File: config.mk
export PLATFORM = sky130hd
export DESIGN_NAME = scmc_top
export DESIGN_NICKNAME = d
export VERILOG_FILES = /design/src/rtl/scmc_pkg.sv /design/src/rtl/scmc_div_if.sv /design/src/rtl/scmc_divider.sv /design/src/rtl/scmc_top.sv
export SDC_FILE = /design/constraint.sdc
export NUM_CORES = 1
export LEC_CHECK = 0
export ABC_AREA = 1
export BUFFER_PORTS_ARGS = -buffer_cell sky130_fd_sc_hd__buf_2
export CAP_MARGIN = 30
export CORE_ASPECT_RATIO = 2
export CORE_MARGIN = 5
export CORE_UTILIZATION = 45
export DETAILED_ROUTE_END_ITERATION = 6
export GPL_TIMING_DRIVEN = 1
export HOLD_SLACK_MARGIN = 0.1
export PLACE_DENSITY = 0.65
export SLEW_MARGIN = 40
export SYNTH_ARGS = -nofsm -noshare
export SYNTH_HDL_FRONTEND = slang
export SYNTH_SLANG_ARGS = --single-unit
File: constraint.sdc
create_clock -name clock_i -period 1.7 [get_ports clock_i]
set_clock_uncertainty 0.05 [all_clocks]
set_input_delay 0.17 -clock clock_i [delete_from_list [all_inputs] [get_ports clock_i]]
set_output_delay 0.17 -clock clock_i [all_outputs]
set_load 0.05 [all_outputs]
File: src/rtl/scmc_pkg.sv
// Shared constants and types of the system clock and mode controller.
package scmc_pkg;

    // ------------------------------------------------------------
    // Register offsets and field positions
    // ------------------------------------------------------------
    localparam logic [1:0] SCMC_OFF_SYS_CTL = 2'h0;
    localparam logic [1:0] SCMC_OFF_FRC_CTL = 2'h1;
    localparam logic [1:0] SCMC_OFF_FXT_CTL = 2'h2;
    localparam logic [1:0] SCMC_OFF_SXT_CTL = 2'h3;
    localparam int SCMC_CKS_LSB = 5;
    localparam int SCMC_UNUSED_BIT = 4;
    localparam int SCMC_HS_SRC_BIT = 3;
    localparam int SCMC_LS_SRC_BIT = 2;
    localparam int SCMC_HS_KEEP_BIT = 1;
    localparam int SCMC_LS_KEEP_BIT = 0;
    localparam int SCMC_FREQ_LSB = 2;
    localparam int SCMC_RANGE_BIT = 2;
    localparam int SCMC_STABLE_BIT = 1;
    localparam int SCMC_ON_BIT = 0;
    localparam logic [2:0] SCMC_CKS_SLOW = 3'h7;
    localparam logic [2:0] SCMC_CKS_MAX_DIV = 3'h6;
    localparam logic [1:0] SCMC_FREQ_ALIAS = 2'h3;
    localparam logic [1:0] SCMC_FREQ_BASE = 2'h0;

    // ------------------------------------------------------------
    // Reset values
    // ------------------------------------------------------------
    localparam logic [7:0] SCMC_SYS_CTL_RST = 8'h00;
    localparam logic [7:0] SCMC_FRC_CTL_RST = 8'h01;
    localparam logic [7:0] SCMC_FXT_CTL_RST = 8'h00;
    localparam logic [7:0] SCMC_SXT_CTL_RST = 8'h00;

    // ------------------------------------------------------------
    // Timing
    // ------------------------------------------------------------
    localparam int SCMC_CLK_PERIOD_NS = 10;
    localparam int SCMC_SETTLE_NS = 1000;
    localparam int SCMC_SETTLE_CYC =
        (SCMC_SETTLE_NS + SCMC_CLK_PERIOD_NS - 1) / SCMC_CLK_PERIOD_NS;

    // ------------------------------------------------------------
    // Operating modes
    // ------------------------------------------------------------
    typedef enum logic [2:0] {
        SCMC_FAST           = 3'b000,
        SCMC_SLOW           = 3'b001,
        SCMC_SLEEP          = 3'b010,
        SCMC_IDLE_SLOW_ONLY = 3'b011,
        SCMC_IDLE_BOTH_ON   = 3'b100,
        SCMC_IDLE_FAST_ONLY = 3'b101
    } scmc_mode_e;

endpackage

File: src/rtl/scmc_div_if.sv
// Link between the mode controller and the high-speed clock divider.
`timescale 1ns/1ps
interface scmc_div_if;
    logic hs_tick;
    logic [2:0] ratio;
    logic sys_tick;
    logic [6:0] periph_tick;
    modport ctl (output hs_tick, output ratio, input sys_tick, input periph_tick);
    modport div (input hs_tick, input ratio, output sys_tick, output periph_tick);
endinterface

File: src/rtl/scmc_divider.sv
// Glitch-free divider of the high-speed tick stream, ratios 1 to 64.
`timescale 1ns/1ps
module scmc_divider
(
    input wire logic clock_i,
    input wire logic reset_n_i,
    scmc_div_if.div dv
);
    import scmc_pkg::*;

    typedef struct packed {
        logic [5:0] free_cnt;
        logic [5:0] sys_cnt;
        logic [2:0] ratio_act;
        logic sys_tick;
        logic [6:0] periph;
    } scmc_div_s;

    scmc_div_s div_r;
    scmc_div_s div_nxt;
    logic [5:0] limit;
    logic [6:0] per_hit;

    // ------------------------------------------------------------
    // Peripheral taps f/1 .. f/64 from a free counter
    // ------------------------------------------------------------
    genvar k;
    generate
        for (k = 0; k < 7; k++)
        begin : g_tap
            if (k == 0)
            begin : g_one
                assign per_hit[k] = dv.hs_tick;
            end
            else
            begin : g_many
                assign per_hit[k] = dv.hs_tick && (&div_r.free_cnt[k-1:0]);
            end
        end
    endgenerate

    // Ratio is only taken over at the end of a full period, so no short pulse.
    always_comb
    begin
        div_nxt = div_r;
        limit = 6'((7'h01 << div_r.ratio_act) - 7'h01);
        div_nxt.sys_tick = 1'b0;
        div_nxt.periph = per_hit;
        if (dv.hs_tick)
        begin
            div_nxt.free_cnt = div_r.free_cnt + 6'h01;
            if (div_r.sys_cnt == limit)
            begin
                div_nxt.sys_tick = 1'b1;
                div_nxt.sys_cnt = 6'h00;
                div_nxt.ratio_act = (dv.ratio > SCMC_CKS_MAX_DIV) ? SCMC_CKS_MAX_DIV : dv.ratio;
            end
            else
            begin
                div_nxt.sys_cnt = div_r.sys_cnt + 6'h01;
            end
        end
    end

    // State register.
    always_ff @(posedge clock_i or negedge reset_n_i)
    begin
        if (!reset_n_i)
            div_r <= '0;
        else
            div_r <= div_nxt;
    end

    assign dv.sys_tick = div_r.sys_tick;
    assign dv.periph_tick = div_r.periph;

endmodule // scmc_divider

File: src/rtl/scmc_top.sv
// System clock selection and power-down mode controller.
`timescale 1ns/1ps

// How it works
// - Select code 0..6 gives high-speed clock divided by 1..64; code 7 the low-speed clock.
// - High-speed source bit picks fast RC at 0, fast crystal at 1.
// - Low-speed source bit picks slow RC at 0, slow crystal at 1.
// - Halt with both keep bits low enters sleep; all main oscillators stop.
// - In sleep the slow RC runs only while the watchdog is enabled.
// - Halt with only low keep bit enters idle; system clock only on slow select.
// - Halt with both keep bits enters idle with every clock running.
// - Halt with only high keep bit enters idle; system clock only on divided select.
// - Fast mode runs the core from divided high-speed clock, slow RC and selected slow source also running.
// - Slow mode keeps the high-speed oscillator running only if its enable bit says.
// - After moving to slow, enabled high-speed oscillator still feeds peripheral taps.
// - Watchdog enable forces the slow RC on whatever the low keep bit.
// - Bit 4 of the system clock control register reads zero.
// - Enabling an oscillator or changing RC frequency clears its stable flag, then sets it.
// - RC frequency code 0,1,2,3 gives 8, 12, 16, 8 MHz.
// - The move to slow mode completes only once the low-speed source is stable.
module scmc_top
(
    input wire logic clock_i,
    input wire logic reset_n_i,
    input wire logic [1:0] reg_addr_i,
    input wire logic [7:0] reg_wdata_i,
    input wire logic reg_wr_i,
    input wire logic reg_rd_i,
    output logic [7:0] reg_rdata_o,
    input wire logic halt_req_i,
    input wire logic wake_i,
    input wire logic wdt_en_i,
    input wire logic [3:0] osc_ready_i,
    input wire logic [3:0] osc_tick_i,
    output logic core_run_o,
    output scmc_pkg::scmc_mode_e mode_o,
    output logic fast_rc_en_o,
    output logic fast_xtal_en_o,
    output logic slow_xtal_en_o,
    output logic slow_rc_en_o,
    output logic [1:0] fast_rc_freq_o,
    output logic fast_xtal_range_o,
    output logic sys_tick_o,
    output logic ls_tick_o,
    output logic [6:0] periph_tick_o
);
    import scmc_pkg::*;

    typedef struct packed {
        logic [7:0] sys_ctl;
        logic [1:0] rc_freq;
        logic rc_on;
        logic xt_range;
        logic xt_on;
        logic lx_on;
        logic [2:0] stable;
        logic [2:0][7:0] wait_cnt;
        logic [2:0] en_d;
        logic [7:0] s1;
        logic [7:0] s2;
        logic [7:0] s3;
        logic [7:0] filt;
        logic slow_act;
        scmc_mode_e mode;
        logic [7:0] rdata;
    } scmc_state_s;

    scmc_state_s st_r;
    scmc_state_s st_nxt;
    scmc_div_if dv ();

    logic [7:0] edge_w;
    logic halted;
    logic hs_ok;
    logic ls_ok;
    logic hs_tick;
    logic ls_tick;
    logic hs_ready;
    logic ls_ready;
    logic sys_gate;
    logic [2:0] cks;
    logic [2:0] osc_en;
    logic freq_chg;

    // ------------------------------------------------------------
    // Decoded views of the state
    // ------------------------------------------------------------
    // A rising tick is seen only once two back stages agree high.
    assign edge_w = st_r.s2 & st_r.s3 & ~st_r.filt;
    assign cks = st_r.sys_ctl[SCMC_CKS_LSB+:3];
    assign halted = (st_r.mode != SCMC_FAST) && (st_r.mode != SCMC_SLOW);
    assign hs_ok = !halted || st_r.sys_ctl[SCMC_HS_KEEP_BIT];
    assign ls_ok = !halted || st_r.sys_ctl[SCMC_LS_KEEP_BIT];

    // Oscillator enables; the selected fast source is forced on while it clocks the core.
    assign fast_rc_en_o = hs_ok && (st_r.rc_on ||
        (!st_r.sys_ctl[SCMC_HS_SRC_BIT] && (!st_r.slow_act || halted)));
    assign fast_xtal_en_o = hs_ok && (st_r.xt_on ||
        (st_r.sys_ctl[SCMC_HS_SRC_BIT] && (!st_r.slow_act || halted)));
    assign slow_xtal_en_o = ls_ok && (st_r.lx_on || st_r.sys_ctl[SCMC_LS_SRC_BIT]);
    // Slow RC always runs in the running modes, and the watchdog overrides sleep.
    assign slow_rc_en_o = (ls_ok && (!st_r.sys_ctl[SCMC_LS_SRC_BIT] || !halted))
        || wdt_en_i;
    assign osc_en = {slow_xtal_en_o, fast_xtal_en_o, fast_rc_en_o};

    // Source selection of the tick streams.
    assign hs_tick = (st_r.sys_ctl[SCMC_HS_SRC_BIT] ? edge_w[5] : edge_w[4])
        && (st_r.sys_ctl[SCMC_HS_SRC_BIT] ? fast_xtal_en_o : fast_rc_en_o);
    assign ls_tick = (st_r.sys_ctl[SCMC_LS_SRC_BIT] ? edge_w[6] : edge_w[7])
        && (st_r.sys_ctl[SCMC_LS_SRC_BIT] ? slow_xtal_en_o : slow_rc_en_o);
    assign hs_ready = st_r.sys_ctl[SCMC_HS_SRC_BIT] ? st_r.stable[1] : st_r.stable[0];
    assign ls_ready = st_r.sys_ctl[SCMC_LS_SRC_BIT] ? st_r.stable[2] : st_r.filt[3];
    assign freq_chg = reg_wr_i && (reg_addr_i == SCMC_OFF_FRC_CTL)
        && (reg_wdata_i[SCMC_FREQ_LSB+:2] != st_r.rc_freq);

    // System clock gate per mode.
    always_comb
    begin
        case (st_r.mode)
            SCMC_FAST: sys_gate = 1'b1;
            SCMC_SLOW: sys_gate = 1'b1;
            SCMC_IDLE_SLOW_ONLY: sys_gate = st_r.slow_act;
            SCMC_IDLE_BOTH_ON: sys_gate = 1'b1;
            SCMC_IDLE_FAST_ONLY: sys_gate = !st_r.slow_act;
            default: sys_gate = 1'b0;
        endcase
    end

    // ------------------------------------------------------------
    // Next state
    // ------------------------------------------------------------
    always_comb
    begin
        st_nxt = st_r;
        // Pin synchronisers; the filtered value sets when stages two and three are both high, clears when they differ, and holds when both are low.
        st_nxt.s1 = {osc_tick_i, osc_ready_i};
        st_nxt.s2 = st_r.s1;
        st_nxt.s3 = st_r.s2;
        st_nxt.filt = (st_r.s2 & st_r.s3) | (st_r.filt & ~(st_r.s2 ^ st_r.s3));

        // Register writes; bit 4 is never stored so it cannot read back as one.
        if (reg_wr_i)
        begin
            case (reg_addr_i)
                SCMC_OFF_SYS_CTL:
                    st_nxt.sys_ctl = reg_wdata_i & ~(8'h01 << SCMC_UNUSED_BIT);
                SCMC_OFF_FRC_CTL:
                begin
                    st_nxt.rc_freq = reg_wdata_i[SCMC_FREQ_LSB+:2];
                    st_nxt.rc_on = reg_wdata_i[SCMC_ON_BIT];
                end
                SCMC_OFF_FXT_CTL:
                begin
                    // Range may not move while the crystal enable bit is set.
                    if (!st_r.xt_on)
                        st_nxt.xt_range = reg_wdata_i[SCMC_RANGE_BIT];
                    st_nxt.xt_on = reg_wdata_i[SCMC_ON_BIT];
                end
                default:
                    st_nxt.lx_on = reg_wdata_i[SCMC_ON_BIT];
            endcase
        end

        // Read data, valid in the cycle after the strobe.
        st_nxt.rdata = 8'h00;
        if (reg_rd_i)
        begin
            case (reg_addr_i)
                SCMC_OFF_SYS_CTL: st_nxt.rdata = st_r.sys_ctl;
                SCMC_OFF_FRC_CTL: st_nxt.rdata = {4'h0, st_r.rc_freq, st_r.stable[0], st_r.rc_on};
                SCMC_OFF_FXT_CTL: st_nxt.rdata = {5'h00, st_r.xt_range, st_r.stable[1], st_r.xt_on};
                default: st_nxt.rdata = {6'h00, st_r.stable[2], st_r.lx_on};
            endcase
        end

        // Stable flags: cleared on each start, set after settling and a ready oscillator.
        st_nxt.en_d = osc_en;
        for (int i = 0; i < 3; i++)
        begin
            if (!osc_en[i])
            begin
                st_nxt.stable[i] = 1'b0;
                st_nxt.wait_cnt[i] = 8'h00;
            end
            else if (!st_r.en_d[i] || (i == 0 && freq_chg))
            begin
                st_nxt.stable[i] = 1'b0;
                st_nxt.wait_cnt[i] = 8'(SCMC_SETTLE_CYC);
            end
            else if (st_r.wait_cnt[i] != 8'h00)
            begin
                st_nxt.wait_cnt[i] = st_r.wait_cnt[i] - 8'h01;
            end
            else if (st_r.filt[i])
            begin
                st_nxt.stable[i] = 1'b1;
            end
        end

        // Source change only at a pulse of the old source, and only onto a stable one.
        if (!st_r.slow_act && cks == SCMC_CKS_SLOW && ls_ready && dv.sys_tick)
            st_nxt.slow_act = 1'b1;
        else if (st_r.slow_act && cks != SCMC_CKS_SLOW && hs_ready && ls_tick)
            st_nxt.slow_act = 1'b0;

        // Mode sequencing.
        case (st_r.mode)
            SCMC_FAST, SCMC_SLOW:
            begin
                if (halt_req_i)
                begin
                    case (st_r.sys_ctl[SCMC_LS_KEEP_BIT+:2])
                        2'b00: st_nxt.mode = SCMC_SLEEP;
                        2'b01: st_nxt.mode = SCMC_IDLE_SLOW_ONLY;
                        2'b11: st_nxt.mode = SCMC_IDLE_BOTH_ON;
                        default: st_nxt.mode = SCMC_IDLE_FAST_ONLY;
                    endcase
                end
                else
                begin
                    st_nxt.mode = st_nxt.slow_act ? SCMC_SLOW : SCMC_FAST;
                end
            end
            SCMC_SLEEP, SCMC_IDLE_SLOW_ONLY, SCMC_IDLE_BOTH_ON, SCMC_IDLE_FAST_ONLY:
            begin
                if (wake_i)
                    st_nxt.mode = st_r.slow_act ? SCMC_SLOW : SCMC_FAST;
            end
            default: st_nxt.mode = SCMC_FAST;
        endcase
    end

    // State register; reset loads constants only.
    always_ff @(posedge clock_i or negedge reset_n_i)
    begin
        if (!reset_n_i)
        begin
            st_r <= '0;
            st_r.sys_ctl <= SCMC_SYS_CTL_RST;
            st_r.rc_on <= SCMC_FRC_CTL_RST[SCMC_ON_BIT];
            st_r.xt_on <= SCMC_FXT_CTL_RST[SCMC_ON_BIT];
            st_r.lx_on <= SCMC_SXT_CTL_RST[SCMC_ON_BIT];
        end
        else
        begin
            st_r <= st_nxt;
        end
    end

    // ------------------------------------------------------------
    // Divider and outputs
    // ------------------------------------------------------------
    assign dv.hs_tick = hs_tick;
    assign dv.ratio = cks;

    scmc_divider u_div
    (
        .clock_i(clock_i),
        .reset_n_i(reset_n_i),
        .dv(dv.div)
    );

    // Pulses are whole clock cycles, so a source change cannot shorten one.
    assign sys_tick_o = sys_gate && (st_r.slow_act ? ls_tick : dv.sys_tick);
    assign ls_tick_o = ls_tick && ls_ok;
    assign periph_tick_o = dv.periph_tick;
    assign core_run_o = !halted;
    assign mode_o = st_r.mode;
    assign reg_rdata_o = st_r.rdata;
    assign fast_rc_freq_o = (st_r.rc_freq == SCMC_FREQ_ALIAS) ? SCMC_FREQ_BASE
        : st_r.rc_freq;
    assign fast_xtal_range_o = st_r.xt_range;
endmodule // scmc_top

==> impl_results.md, run 1 <==
- Failing checks: setup timing
- Chip Width: 85.5 um
- #FFs+latches synth: 109
- Register area share after synthesis: 53.2%
- Unique masters post-synth: 37
- Final cell area excluding filler cells: 6330 um2
- GRT Overall Usage: 16.5%
- Pre-CTS setup slack: -0.00946 ns
- Inserted Diodes: 0
- Area growth from synthesis to layout: 23.3%
- Clock-pin slew on the worst setup and hold paths: 0.07 ns
- Slew Viols, Final: 0
- Pin count of the biggest net entering global routing: 48
- CP required: 1.48 ns
- Max Clk Rate: 570 MHz
- Pwr/cell area: 1550 nW/um2
- Vias in the first global route: 4016
- Final Util: 56.1%
- HP Class: input port to flip-flop
- CP max FO: 6
- Core Box Area: 11300 um2
- Status: finished with violations
- CTS H-tree lvls: 3
- Final hold violations: 0
- Fraction of registers with async set/reset: 100%
- Clk_lat worst skew: 0.34 ns
- Clock root buffer: clkbuf_16
- Peak per-stage delay on the critical path: 0.39 ns
- Num CTS Buffers: 9
- Final wirelength: 10.7 mm
- Number of synthesized flops with an enable pin: 0
- CP Data Arrival Time: 1.53 ns
- Fillcell total: 1049
- Initial core utilization: 45.5%
- Yosys warnings: 0
- Layout cells sized above 1: 22.2%
- CTS tree: done
- # nets final: 697
- PnR worst setup slack: -0.0543 ns
- DIE AREA: 13800 um2
- Detailed Routing Iterations Pass 1: 6
- Initial antenna violation count: 0
- Clk buf depth: 2
- Tmin final: 1.75 ns
- Worst IR drop on VDD: 0.717 mV
- Post-Syn Instances: 566
- Sequential power share: 36.8%
- Final worst path period share: 103%
- Max-cap violation count: 0
- Delay-heaviest family, CP: flip-flops
- I/O Buffers: 50
- CP cell instances: inv_2 -> ha_4 -> nor2_4 -> nand2_2 -> nand2_4 -> a22oi_2 -> buf_6
- Net Sw Power: 0.00404 W
- Logic pwr share: 42.9%
- # setup viols final: 4
- Die span in y: 161 um
- Sink Count: 109
- Crit Path Class: flip-flop to output pin
- Unrepaired setup endpoints after global routing: true
- LEAKAGE: 3.23 nW
- Cell area after synthesis: 5130 um2
- GPL Wtd Cong: 0.902
- Setup TNS: -0.169 ns
- Vias: 3942
- Sw frac: 41.2%
- Most frequent cell after synthesis: nand2_1
- Worst setup SP type: flip-flop
- DP Area: 5550 um2
- Buf+Inv Stages, Crit Path: 2
- Clock power frac: 20.3%
- Via density: 4.96
- DRT antenna net count: 0
- Top post-synthesis cells by count: nand2_1, dfrtp_1, inv_1
- Average size of a mapped cell: 9.07 um2
- Crit. End Element: output pin
- Cell accounting for the most synthesized area: dfrtp_1
- Synth top area share: 52.7%
- First-pass GRT wire length: 18.3 mm
- Drt wl/cell: 13.5 um
- DR iter-0 viols: 228
- Synth Flop Type: dfrtp_1
- Cell internal pwr: 0.00576 W
- CP max-delay cell: dfrtp_1
- Syn Nets: 615
- Row Count: 55
- Overflow after GRT: 0
- # DRC: 0
- Dominant cells by area after synthesis: dfrtp_1, nand2_1, inv_1
- DP HPWL: 7.74 mm
- IO Pins: 53
metal layers:
metal | track usage (%) | wire [um]
met5 | 0 | 0
met4 | 7.64 | 344
met3 | 3.68 | 463
met2 | 28.7 | 5690
met1 | 18.9 | 4220
power by group through the flow:
stage / clock (W) / combinational (W) / sequential, W
5_1_grt: 0.00218 / 0.00472 / 0.00368
3_3_place_gp: 0 / 0.00356 / 0.00360
6_report: 0.00199 / 0.00421 / 0.00360
3_5_place_dp: 0 / 0.00369 / 0.00362
4_1_cts: 0.00206 / 0.00395 / 0.00359
2_1_floorplan: 0 / 0.00286 / 0.00353
per-stage QoR:
stage | hold WS [ns] | instances | power, W
after detailed placement | 0.100 | 750 | 0.00731
final | 0.120 | 795 | 0.00980
after global routing | 0.141 | 795 | 0.0106
after CTS | 0.112 | 789 | 0.00960
after global placement | 0.0981 | 750 | 0.00716
after floorplan | -0.176 | 566 | 0.00639
placed cells by master, fill, tap and decap left out, types with 4 or more instances in the layout:
cell type | synthesis | final
a21oi_1 | 20 | 19
buf_2 | 0 | 43
buf_4 | 18 | 25
clkbuf_16 | 0 | 9
dfrtp_1 | 108 | 106
dlygate4sd3_1 | 0 | 18
ha_1 | 24 | 23
inv_1 | 86 | 81
inv_2 | 5 | 6
inv_6 | 0 | 4
nand2_1 | 111 | 103
nand2_2 | 4 | 9
nand2_8 | 0 | 4
nand3_1 | 30 | 26
nand4_1 | 4 | 4
nor2_1 | 54 | 49
nor2_2 | 5 | 6
nor2_4 | 0 | 4
nor3_1 | 10 | 8
o21ai_0 | 21 | 20
o21ai_1 | 6 | 6
o21bai_1 | 6 | 6
xnor2_1 | 8 | 8
xor2_1 | 11 | 11
flip-flops by register name (all words and copies together) (netlist names):
| signal | cells |
|---|---|
| st_nxt | 16 |
| u_div.dv.sys_tick | 1 |
| st_r | 56 |
| u_div.div_r | 15 |
| mode_o | 3 |
| fast_xtal_range_o | 1 |
| cks | 3 |
| reg_rdata_o | 7 |
| u_div.dv.periph_tick | 7 |
tightest hold or removal path, cell delays in order:
cell,delay (ns)
buf_2,0.12
nand3_1,0.08
o21ai_0,0.08
final timing paths:
| path | from | end | slack, ns | depth (start not counted) |
|---|---|---|---|---|
| max | mode_o[2] | sys_tick_o | -0.05 | 7 |
| min in group asynchronous | reset_n_i | u_div.dv.periph_tick[2] | 0.26 | 2 |
| min | reg_addr_i[1] | st_r[74] | 0.12 | 3 |
| min reg2reg | st_nxt[32] | st_nxt[24] | 0.30 | 0 |
| max in group asynchronous | reset_n_i | st_nxt[32] | 0.71 | 3 |
| max reg2reg | mode_o[2] | u_div.div_r[11] | 0.04 | 12 |
logic make-up after synthesis:
group	count (synthesis)	synth area share, %
simple gates	228	19.2
buf+inv	114	10.2
flops	109	53.2
compound gates	69	7.75
fa+ha+maj	24	5.85
xor+xnor	19	3.24
mux	2	0.439
other cells	1	0.0731
area by class of cell:
| class | count | area, um2 | share of cell area [%] |
|---|---|---|---|
| Tap cell | 142 | 178 | 2.81 |
| Sequential cell | 109 | 2730 | 43.2 |
| Timing Repair Buffer | 93 | 696 | 11.0 |
| Inverter | 91 | 357 | 5.64 |
| Clock buffer | 11 | 243 | 3.84 |
| Multi-Input combinational cell | 344 | 2080 | 32.9 |
| Clock inverter | 5 | 42.5 | 0.672 |
what timing repair did:
| action | 4_1_cts | 5_1_grt |
|---|---|---|
| buffers inserted | 5 | 5 |
| gates cloned | 0 | 1 |
| hold buffers | 18 | 0 |
| pin swaps | 9 | 7 |
| endpoints found under the setup margin | 7 | 38 |
| resized for setup | 29 | 27 |
| endpoints found under the hold margin | 60 | 0 |
(Power assumes the default switching activity.)
==> inputs of run 2 (changes only) <==
PLACE_DENSITY = 0.63   (was 0.65)
==> run 2 against run 1 <==
Net effect:
- maximum frequency about the same
- core utilization down 0.19 points
- clock power up 9%
- sequential share of layout area grew 0.15 points
- final area fell by 0.34%
- the run still ends with setup timing left
- hold slack better by 0.0043 ns
- register-to-register slack lost 0.07 ns
- first-iteration DRC count shrank 33%
- critical path type unchanged
- global-route usage fell by 0.42 points
==> impl_results.md, run 2 (synthesized netlist as in run 1, its figures left out) <==
- Net Sw Power: 0.00401 W (was 0.00404 W)
- LEAKAGE: 3.22 nW (was 3.23 nW)
- PnR worst setup slack: -0.0555 ns (was -0.0543 ns)
- First-pass GRT wire length: 18.0 mm (was 18.3 mm)
- Unrepaired setup endpoints after global routing: true (unchanged)
- Slew Viols, Final: 0 (unchanged)
- End of the worst register-to-register path: st_r[72] (was u_div.div_r[11])
- Hold Crit Depth: 3 (unchanged)
- Crit Path Class: flip-flop to output pin (unchanged)
- CP cell instances: inv_2 -> ha_4 -> nor2_4 -> nand2_2 -> nand2_4 -> a22oi_2 -> buf_6 (unchanged)
- Sequential power share: 36.5% (was 36.8%)
- Drt wl/cell: 13.4 um (was 13.5 um)
- Overflow after GRT: 0 (unchanged)
- I/O Buffers: 50 (unchanged)
- Inserted Diodes: 0 (unchanged)
- CP max-delay cell: dfrtp_1 (unchanged)
- Cell Count, Final, Fillers Out: 793 (was 795)
- Final cell area excluding filler cells: 6310 um2 (was 6330 um2)
- Vias in the first global route: 4019 (was 4016)
- DP HPWL: 7.76 mm (was 7.74 mm)
- Area growth from synthesis to layout: 22.9% (was 23.3%)
- Clock power frac: 22.1% (was 20.3%)
- Crit. End Element: output pin (unchanged)
- Pwr/cell area: 1560 nW/um2 (was 1550 nW/um2)
- DRT antenna net count: 0 (unchanged)
- Initial core utilization: 45.5% (unchanged)
- Core Box Area: 11300 um2 (unchanged)
- R2R depth: 11 (was 12)
- Clk buf depth: 2 (unchanged)
- Initial antenna violation count: 0 (unchanged)
- Worst IR drop on VDD: 0.740 mV (was 0.717 mV)
- Via density: 4.90 (was 4.96)
- Die span in y: 161 um (unchanged)
- CP Data Arrival Time: 1.54 ns (was 1.53 ns)
- CP required: 1.48 ns (about the same)
- CP max FO: 6 (unchanged)
- CTS H-tree lvls: 3 (unchanged)
- Clock root buffer: clkbuf_16 (unchanged)
- GPL Wtd Cong: 0.913 (was 0.902)
- # setup viols final: 5 (was 4)
- Most frequent cells in the layout: nand2_1, dfrtp_1, inv_1, nor2_1, buf_2 (was dfrtp_1, nand2_1, inv_1, nor2_1, buf_2)
- Placed Cells: 751 (was 750)
- HP Class: input port to flip-flop (unchanged)
- Final worst path period share: 103% (about the same)
- Biggest register: st_r (unchanged)
- DR iter-0 viols: 153 (was 228)
- DIE AREA: 13800 um2 (unchanged)
- Clock-pin slew on the worst setup and hold paths: 0.07 ns (about the same)
- Final hold violations: 0 (unchanged)
- Pin count of the biggest net entering global routing: 43 (was 48)
- Hold path endpoint: st_r[74] (unchanged)
- Largest register FFs: 56 (unchanged)
- Max-cap violation count: 0 (unchanged)
- Final wirelength: 10.6 mm (was 10.7 mm)
- Cell internal pwr: 0.00584 W (was 0.00576 W)
- Chip Width: 85.5 um (unchanged)
- Detailed Routing Iterations Pass 1: 4 (was 6)
- IO Pins: 53 (unchanged)
- Num CTS Buffers: 9 (unchanged)
- Sink Count: 109 (unchanged)
- Worst setup SP type: flip-flop (unchanged)
- Logic pwr share: 41.4% (was 42.9%)
- # DRC: 0 (unchanged)
- # nets final: 695 (was 697)
- GRT Overall Usage: 16.1% (was 16.5%)
- RR Startpoint: mode_o[2] (unchanged)
- Peak per-stage delay on the critical path: 0.40 ns (was 0.39 ns)
- Vias: 3882 (was 3942)
- Tmin final: 1.76 ns (was 1.75 ns)
- Hold Crit Start: reg_addr_i[0] (was reg_addr_i[1])
- Clk_lat worst skew: 0.35 ns (was 0.34 ns)
- Row Count: 55 (unchanged)
- Failing checks: setup timing (unchanged)
- CTS tree: done (unchanged)
- Layout cells sized above 1: 21.4% (was 22.2%)
- Max Clk Rate: 570 MHz (about the same)
- Sw frac: 40.7% (was 41.2%)
- DP Area: 5540 um2 (was 5550 um2)
- Status: finished with violations (unchanged)
- R2r setup slk: -0.03 ns (was 0.04 ns)
run 2: cell types whose count changed in the layout (fill, tap and decap cells not counted), moves of 2 or more:
cell / change
buf_4: -7
buf_6: +4
nand2_2: -4
nand2_1: +3
buf_12: -2
dlygate4sd3_1: +2
nand2_4: +2
nand3_1: +2
nand3_4: -2
nor2_1: -2
run 2: power by group through the flow:
stage / combinational, W / sequential [W] / clock, W
after CTS: 0.00389 / 0.00357 / 0.00224
after detailed placement: 0.00368 / 0.00361 / 0
after global routing: 0.00458 / 0.00366 / 0.00233
after floorplan: 0.00286 / 0.00353 / 0
after global placement: 0.00355 / 0.00360 / 0
final: 0.00408 / 0.00359 / 0.00217
run 2: timing repair:
| action | in CTS | in global routing |
|---|---|---|
| pin swaps | 8 | 6 |
| endpoints found under the hold margin | 137 | 0 |
| setup buffers | 5 | 0 |
| setup endpoints to repair | 9 | 49 |
| hold buffers | 20 | 0 |
| cloned | 0 | 1 |
| resized for setup | 19 | 36 |
run 2: area by class of cell:
class	count	area (um2)
fill	1019	4980
sequential	109	2730
multi-input combinational	344	2050
timing repair buffer	91	683
inverter	91	354
clock buffer	10	239
tap	142	178
clock inverter	6	71.3
run 2: metrics by stage:
step | TNS [ns] | hold slack [ns] | setup WS (ns) | util, % | total power, W
after floorplan | -0.0226 | -0.176 | -0.0226 | - | 0.00639
after global placement | 0 | 0.0496 | 0.0281 | 49.1 | 0.00715
after detailed placement | -0.00713 | 0.0575 | -0.00561 | 49.1 | 0.00729
after CTS | -0.181 | 0.118 | -0.0748 | 54.5 | 0.00971
after global routing | -0.835 | 0.157 | -0.130 | 55.9 | 0.0106
final | -0.144 | 0.124 | -0.0555 | 55.9 | 0.00985
run 2: layer usage:
layer  vias to the layer above  share of wire (%)  GRT usage, %
met3                        18                4.4          3.47
met2                        77                 52          27.9
met5                         -                  0             0
met1                      1860                 41          19.0
met4                         0                2.6          6.34
li1                       1927                  -             -
run 2: worst max path at each step:
stage | startpoint | to | cells after the start
6_report | mode_o[2] | sys_tick_o | 7
2_1_floorplan | mode_o[2] | sys_tick_o | 6
4_1_cts | mode_o[2] | sys_tick_o | 7
3_5_place_dp | mode_o[2] | st_r[68] | 9
5_1_grt | mode_o[2] | sys_tick_o | 7
3_3_place_gp | mode_o[2] | st_r[68] | 9
run 2: worst max-delay path: cells and delay by family (launching register included):
family	cells	cell delay [ns]
flip-flops	1	0.40
buffers and inverters	2	0.26
adder cells (fa/ha/maj)	1	0.20
AND/OR/NAND/NOR	3	0.19
AO/OA/AOI/OAI	1	0.14
==> inputs of run 3 (changes only) <==
ABC_AREA = not set   (was 1)
==> run 3 against run 2 <==
Net effect:
- the flow still finishes with violations (setup timing)
- largest cell class unchanged
- sequential share of layout area decreased by 3.9 points
- combinational power increased by 42%
- cell count decreased by 7.9%
- non-clock buffer count increased by 55
- largest power group unchanged
- total power increased by 17%
- setup slack got worse by 0.27 ns
==> impl_results.md, run 3 <==
- Vias in the first global route: 4010 (was 4019)
- Synth Area in Adders: 6.00% (was 5.85%)
- Post-Synth XOR/XNOR Area: 3.50% (was 3.24%)
- Final worst path period share: 119% (was 103%)
- Detailed Routing Iterations Pass 1: 4 (unchanged)
- Fraction of registers with async set/reset: 100% (unchanged)
- Number of synthesized flops with an enable pin: 0 (unchanged)
- Buf+Inv Stages, Crit Path: 1 (was 2)
- Hold Crit Depth: 3 (unchanged)
- Crit. End Element: flip-flop (was output pin)
- Final Util: 63.2% (was 55.9%)
- Vias: 3686 (was 3882)
- Synth Area in Simple Gates: 16.4% (was 19.2%)
- Synth Flop Type: dfrtp_1 (unchanged)
- Initial antenna violation count: 0 (unchanged)
- Met1 wire length: 4.21 mm (was 4.34 mm)
- CP required: 1.88 ns (was 1.48 ns)
- Tmin final: 2.02 ns (was 1.76 ns)
- Pre-CTS setup slack: -0.429 ns (was -0.00561 ns)
- Met3 WL: 252 um (was 469 um)
- Worst setup SP type: flip-flop (unchanged)
- Drt wl/cell: 15.6 um (was 13.4 um)
- Clk buf depth: 2 (unchanged)
- Critical path depth: 6 (was 7)
- Routed met2 length: 6.58 mm (was 5.52 mm)
- Biggest register: st_r (unchanged)
- CTS tree: done (unchanged)
- Delay-heaviest family, CP: simple AND/OR/NAND/NOR gates (was flip-flops)
- Most frequent cell after synthesis: dfrtp_1 (was nand2_1)
- PnR worst setup slack: -0.322 ns (was -0.0555 ns)
- DRT antenna net count: 0 (unchanged)
- Post-Syn Instances: 456 (was 566)
- Dominant cells by area after synthesis: dfrtp_1, ha_1, mux2_2 (was dfrtp_1, nand2_1, inv_1)
- Sink Count: 109 (unchanged)
- Syn Nets: 505 (was 615)
- Worst hold slack: 0.106 ns (was 0.124 ns)
- R2R depth: 6 (was 11)
- Max-cap violation count: 0 (unchanged)
- DP Area: 5720 um2 (was 5540 um2)
- Post-synthesis mux area share: 5.87% (was 0.439%)
- # DRC: 0 (unchanged)
- # setup viols final: 36 (was 5)
- Top post-synthesis cells by count: dfrtp_1, nand2_1, nor2_1 (was nand2_1, dfrtp_1, inv_1)
- Most common cell after layout, fill and taps aside: dfrtp_1
- Final hold violations: 0 (unchanged)
- DIE AREA: 13500 um2 (was 13800 um2)
- Register area share after synthesis: 54.5% (was 53.2%)
- GPL Wtd Cong: 0.875 (was 0.913)
- Clk_lat worst skew: 0.35 ns (about the same)
- DP HPWL: 8.15 mm (was 7.76 mm)
- CP cell instances: or4_4 -> nor2_4 -> a21oi_4 -> nor4_4 -> buf_4 -> mux2_4 (was inv_2 -> ha_4 -> nor2_4 -> nand2_2 -> nand2_4 -> a22oi_2 -> buf_6)
- Clock-pin slew on the worst setup and hold paths: 0.07 ns (about the same)
- DR iter-0 viols: 133 (was 153)
- Peak per-stage delay on the critical path: 0.55 ns (was 0.40 ns)
- Num CTS Buffers: 9 (unchanged)
- Cell accounting for the most synthesized area: dfrtp_1 (unchanged)
- Core Box Area: 10900 um2 (was 11300 um2)
- Initial core utilization: 45.8% (was 45.5%)
- Setup TNS: -5.30 ns (was -0.144 ns)
- CP max-delay cell: or4_4 (was dfrtp_1)
- Row Count: 54 (was 55)
- Final wirelength: 11.4 mm (was 10.6 mm)
- Via density: 5.05 (was 4.90)
- Average size of a mapped cell: 11.0 um2 (was 9.07 um2)
- Inserted Diodes: 0 (unchanged)
- # nets final: 634 (was 695)
- Pwr/cell area: 1660 nW/um2 (was 1560 nW/um2)
- Chip Width: 84.6 um (was 85.5 um)
- CP Data Arrival Time: 2.20 ns (was 1.54 ns)
- Synth top area share: 54.0% (was 52.7%)
- I/O Buffers: 50 (unchanged)
- GRT Overall Usage: 17.5% (was 16.1%)
- Compound-cell area share of the yosys netlist: 8.17% (was 7.75%)
- Failing checks: setup timing (unchanged)
- CP max FO: 4 (was 6)
- HP Class: input port to flip-flop (unchanged)
- Crit Path Class: flip-flop to flip-flop (was flip-flop to output pin)
- IO Pins: 53 (unchanged)
- Final cell area excluding filler cells: 6920 um2 (was 6310 um2)
- Clock root buffer: clkbuf_16 (unchanged)
- #FFs+latches synth: 109 (unchanged)
- Most frequent cells in the layout: dfrtp_1, buf_4, buf_2, nand2_1, nor2_1 (was nand2_1, dfrtp_1, inv_1, nor2_1, buf_2)
- LEAKAGE: 3.33 nW (was 3.22 nW)
- Area growth from synthesis to layout: 38.2% (was 22.9%)
- Unique masters post-synth: 56 (was 37)
- First-pass GRT wire length: 19.0 mm (was 18.0 mm)
- Die span in y: 159 um (was 161 um)
- Slew Viols, Final: 0 (unchanged)
- Pin count of the biggest net entering global routing: 52 (was 43)
- CTS H-tree lvls: 3 (unchanged)
- Yosys warnings: 0 (unchanged)
- Layout cells sized above 1: 41.2% (was 21.4%)
- Largest family of logic cells by synthesized area: simple AND/OR/NAND/NOR gates (unchanged)
- Overflow after GRT: 0 (unchanged)
- Largest register FFs: 56 (unchanged)
- Cell area after synthesis: 5010 um2 (was 5130 um2)
- Unrepaired setup endpoints after global routing: true (unchanged)
- Worst IR drop on VDD: 0.842 mV (was 0.740 mV)
- Status: finished with violations (unchanged)
- Max Clk Rate: 495 MHz (was 570 MHz)
- Top sig layer: met4 (unchanged)
run 3: metal layers:
metal,global-route usage [%],up-vias
li1,-,1798
met4,8.07,0
met3,2.95,23
met5,0,-
met2,32.7,58
met1,18.7,1807
run 3: cells by family after synthesis:
group	count (synthesis)
adder cells (fa/ha/maj)	24
buffers and inverters	53
XOR/XNOR	20
AO/OA/AOI/OAI	67
AND/OR/NAND/NOR	157
multiplexers	25
other	1
flip-flops	109
run 3: final timing paths:
check | startpoint | end | slack (ns)
min in group asynchronous | reset_n_i | st_r[53] | 0.20
min | halt_req_i | mode_o[2] | 0.11
max in group asynchronous | reset_n_i | st_nxt[22] | 0.84
max | u_div.div_r[8] | u_div.div_r[9] | -0.32
max reg2reg | u_div.div_r[8] | u_div.div_r[9] | -0.32
min reg2reg | st_nxt[30] | st_nxt[22] | 0.30
run 3: where the power goes:
part | total, W | leakage (nW) | switching (W) | internal, W
Sequential | 0.00366 | 1.37 | 0.000531 | 0.00313
Combinational | 0.00578 | 1.81 | 0.00290 | 0.00288
Clock | 0.00209 | 0.146 | 0.000938 | 0.00115
run 3: cell type report:
type                            instances  area [um2]
Fill cell                             883        4020
Tap cell                              140         175
Clock inverter                          7        73.8
Multi-Input combinational cell        294        2400
Clock buffer                            9         225
Inverter                               25         111
Timing Repair Buffer                  146        1210
Sequential cell                       109        2730
run 3: tightest hold or removal path, cell delays in order:
cell	delay, ns
buf_2	0.12
o21ai_0	0.07
o21ai_0	0.08
run 3: metrics by stage:
stage | total power, W | cells
CTS | 0.0108 | 716
finish | 0.0115 | 730
global route | 0.0123 | 730
floorplan | 0.00657 | 456
detailed placement | 0.00796 | 669
global placement | 0.00785 | 669
run 3: repair_timing:
item | in CTS | in global routing
gates cloned | 1 | 0
buffers inserted | 14 | 19
hold buffers | 17 | 0
resized for setup | 81 | 54
endpoints found under the hold margin | 133 | 0
pin swaps | 24 | 40
setup endpoints to repair | 44 | 49
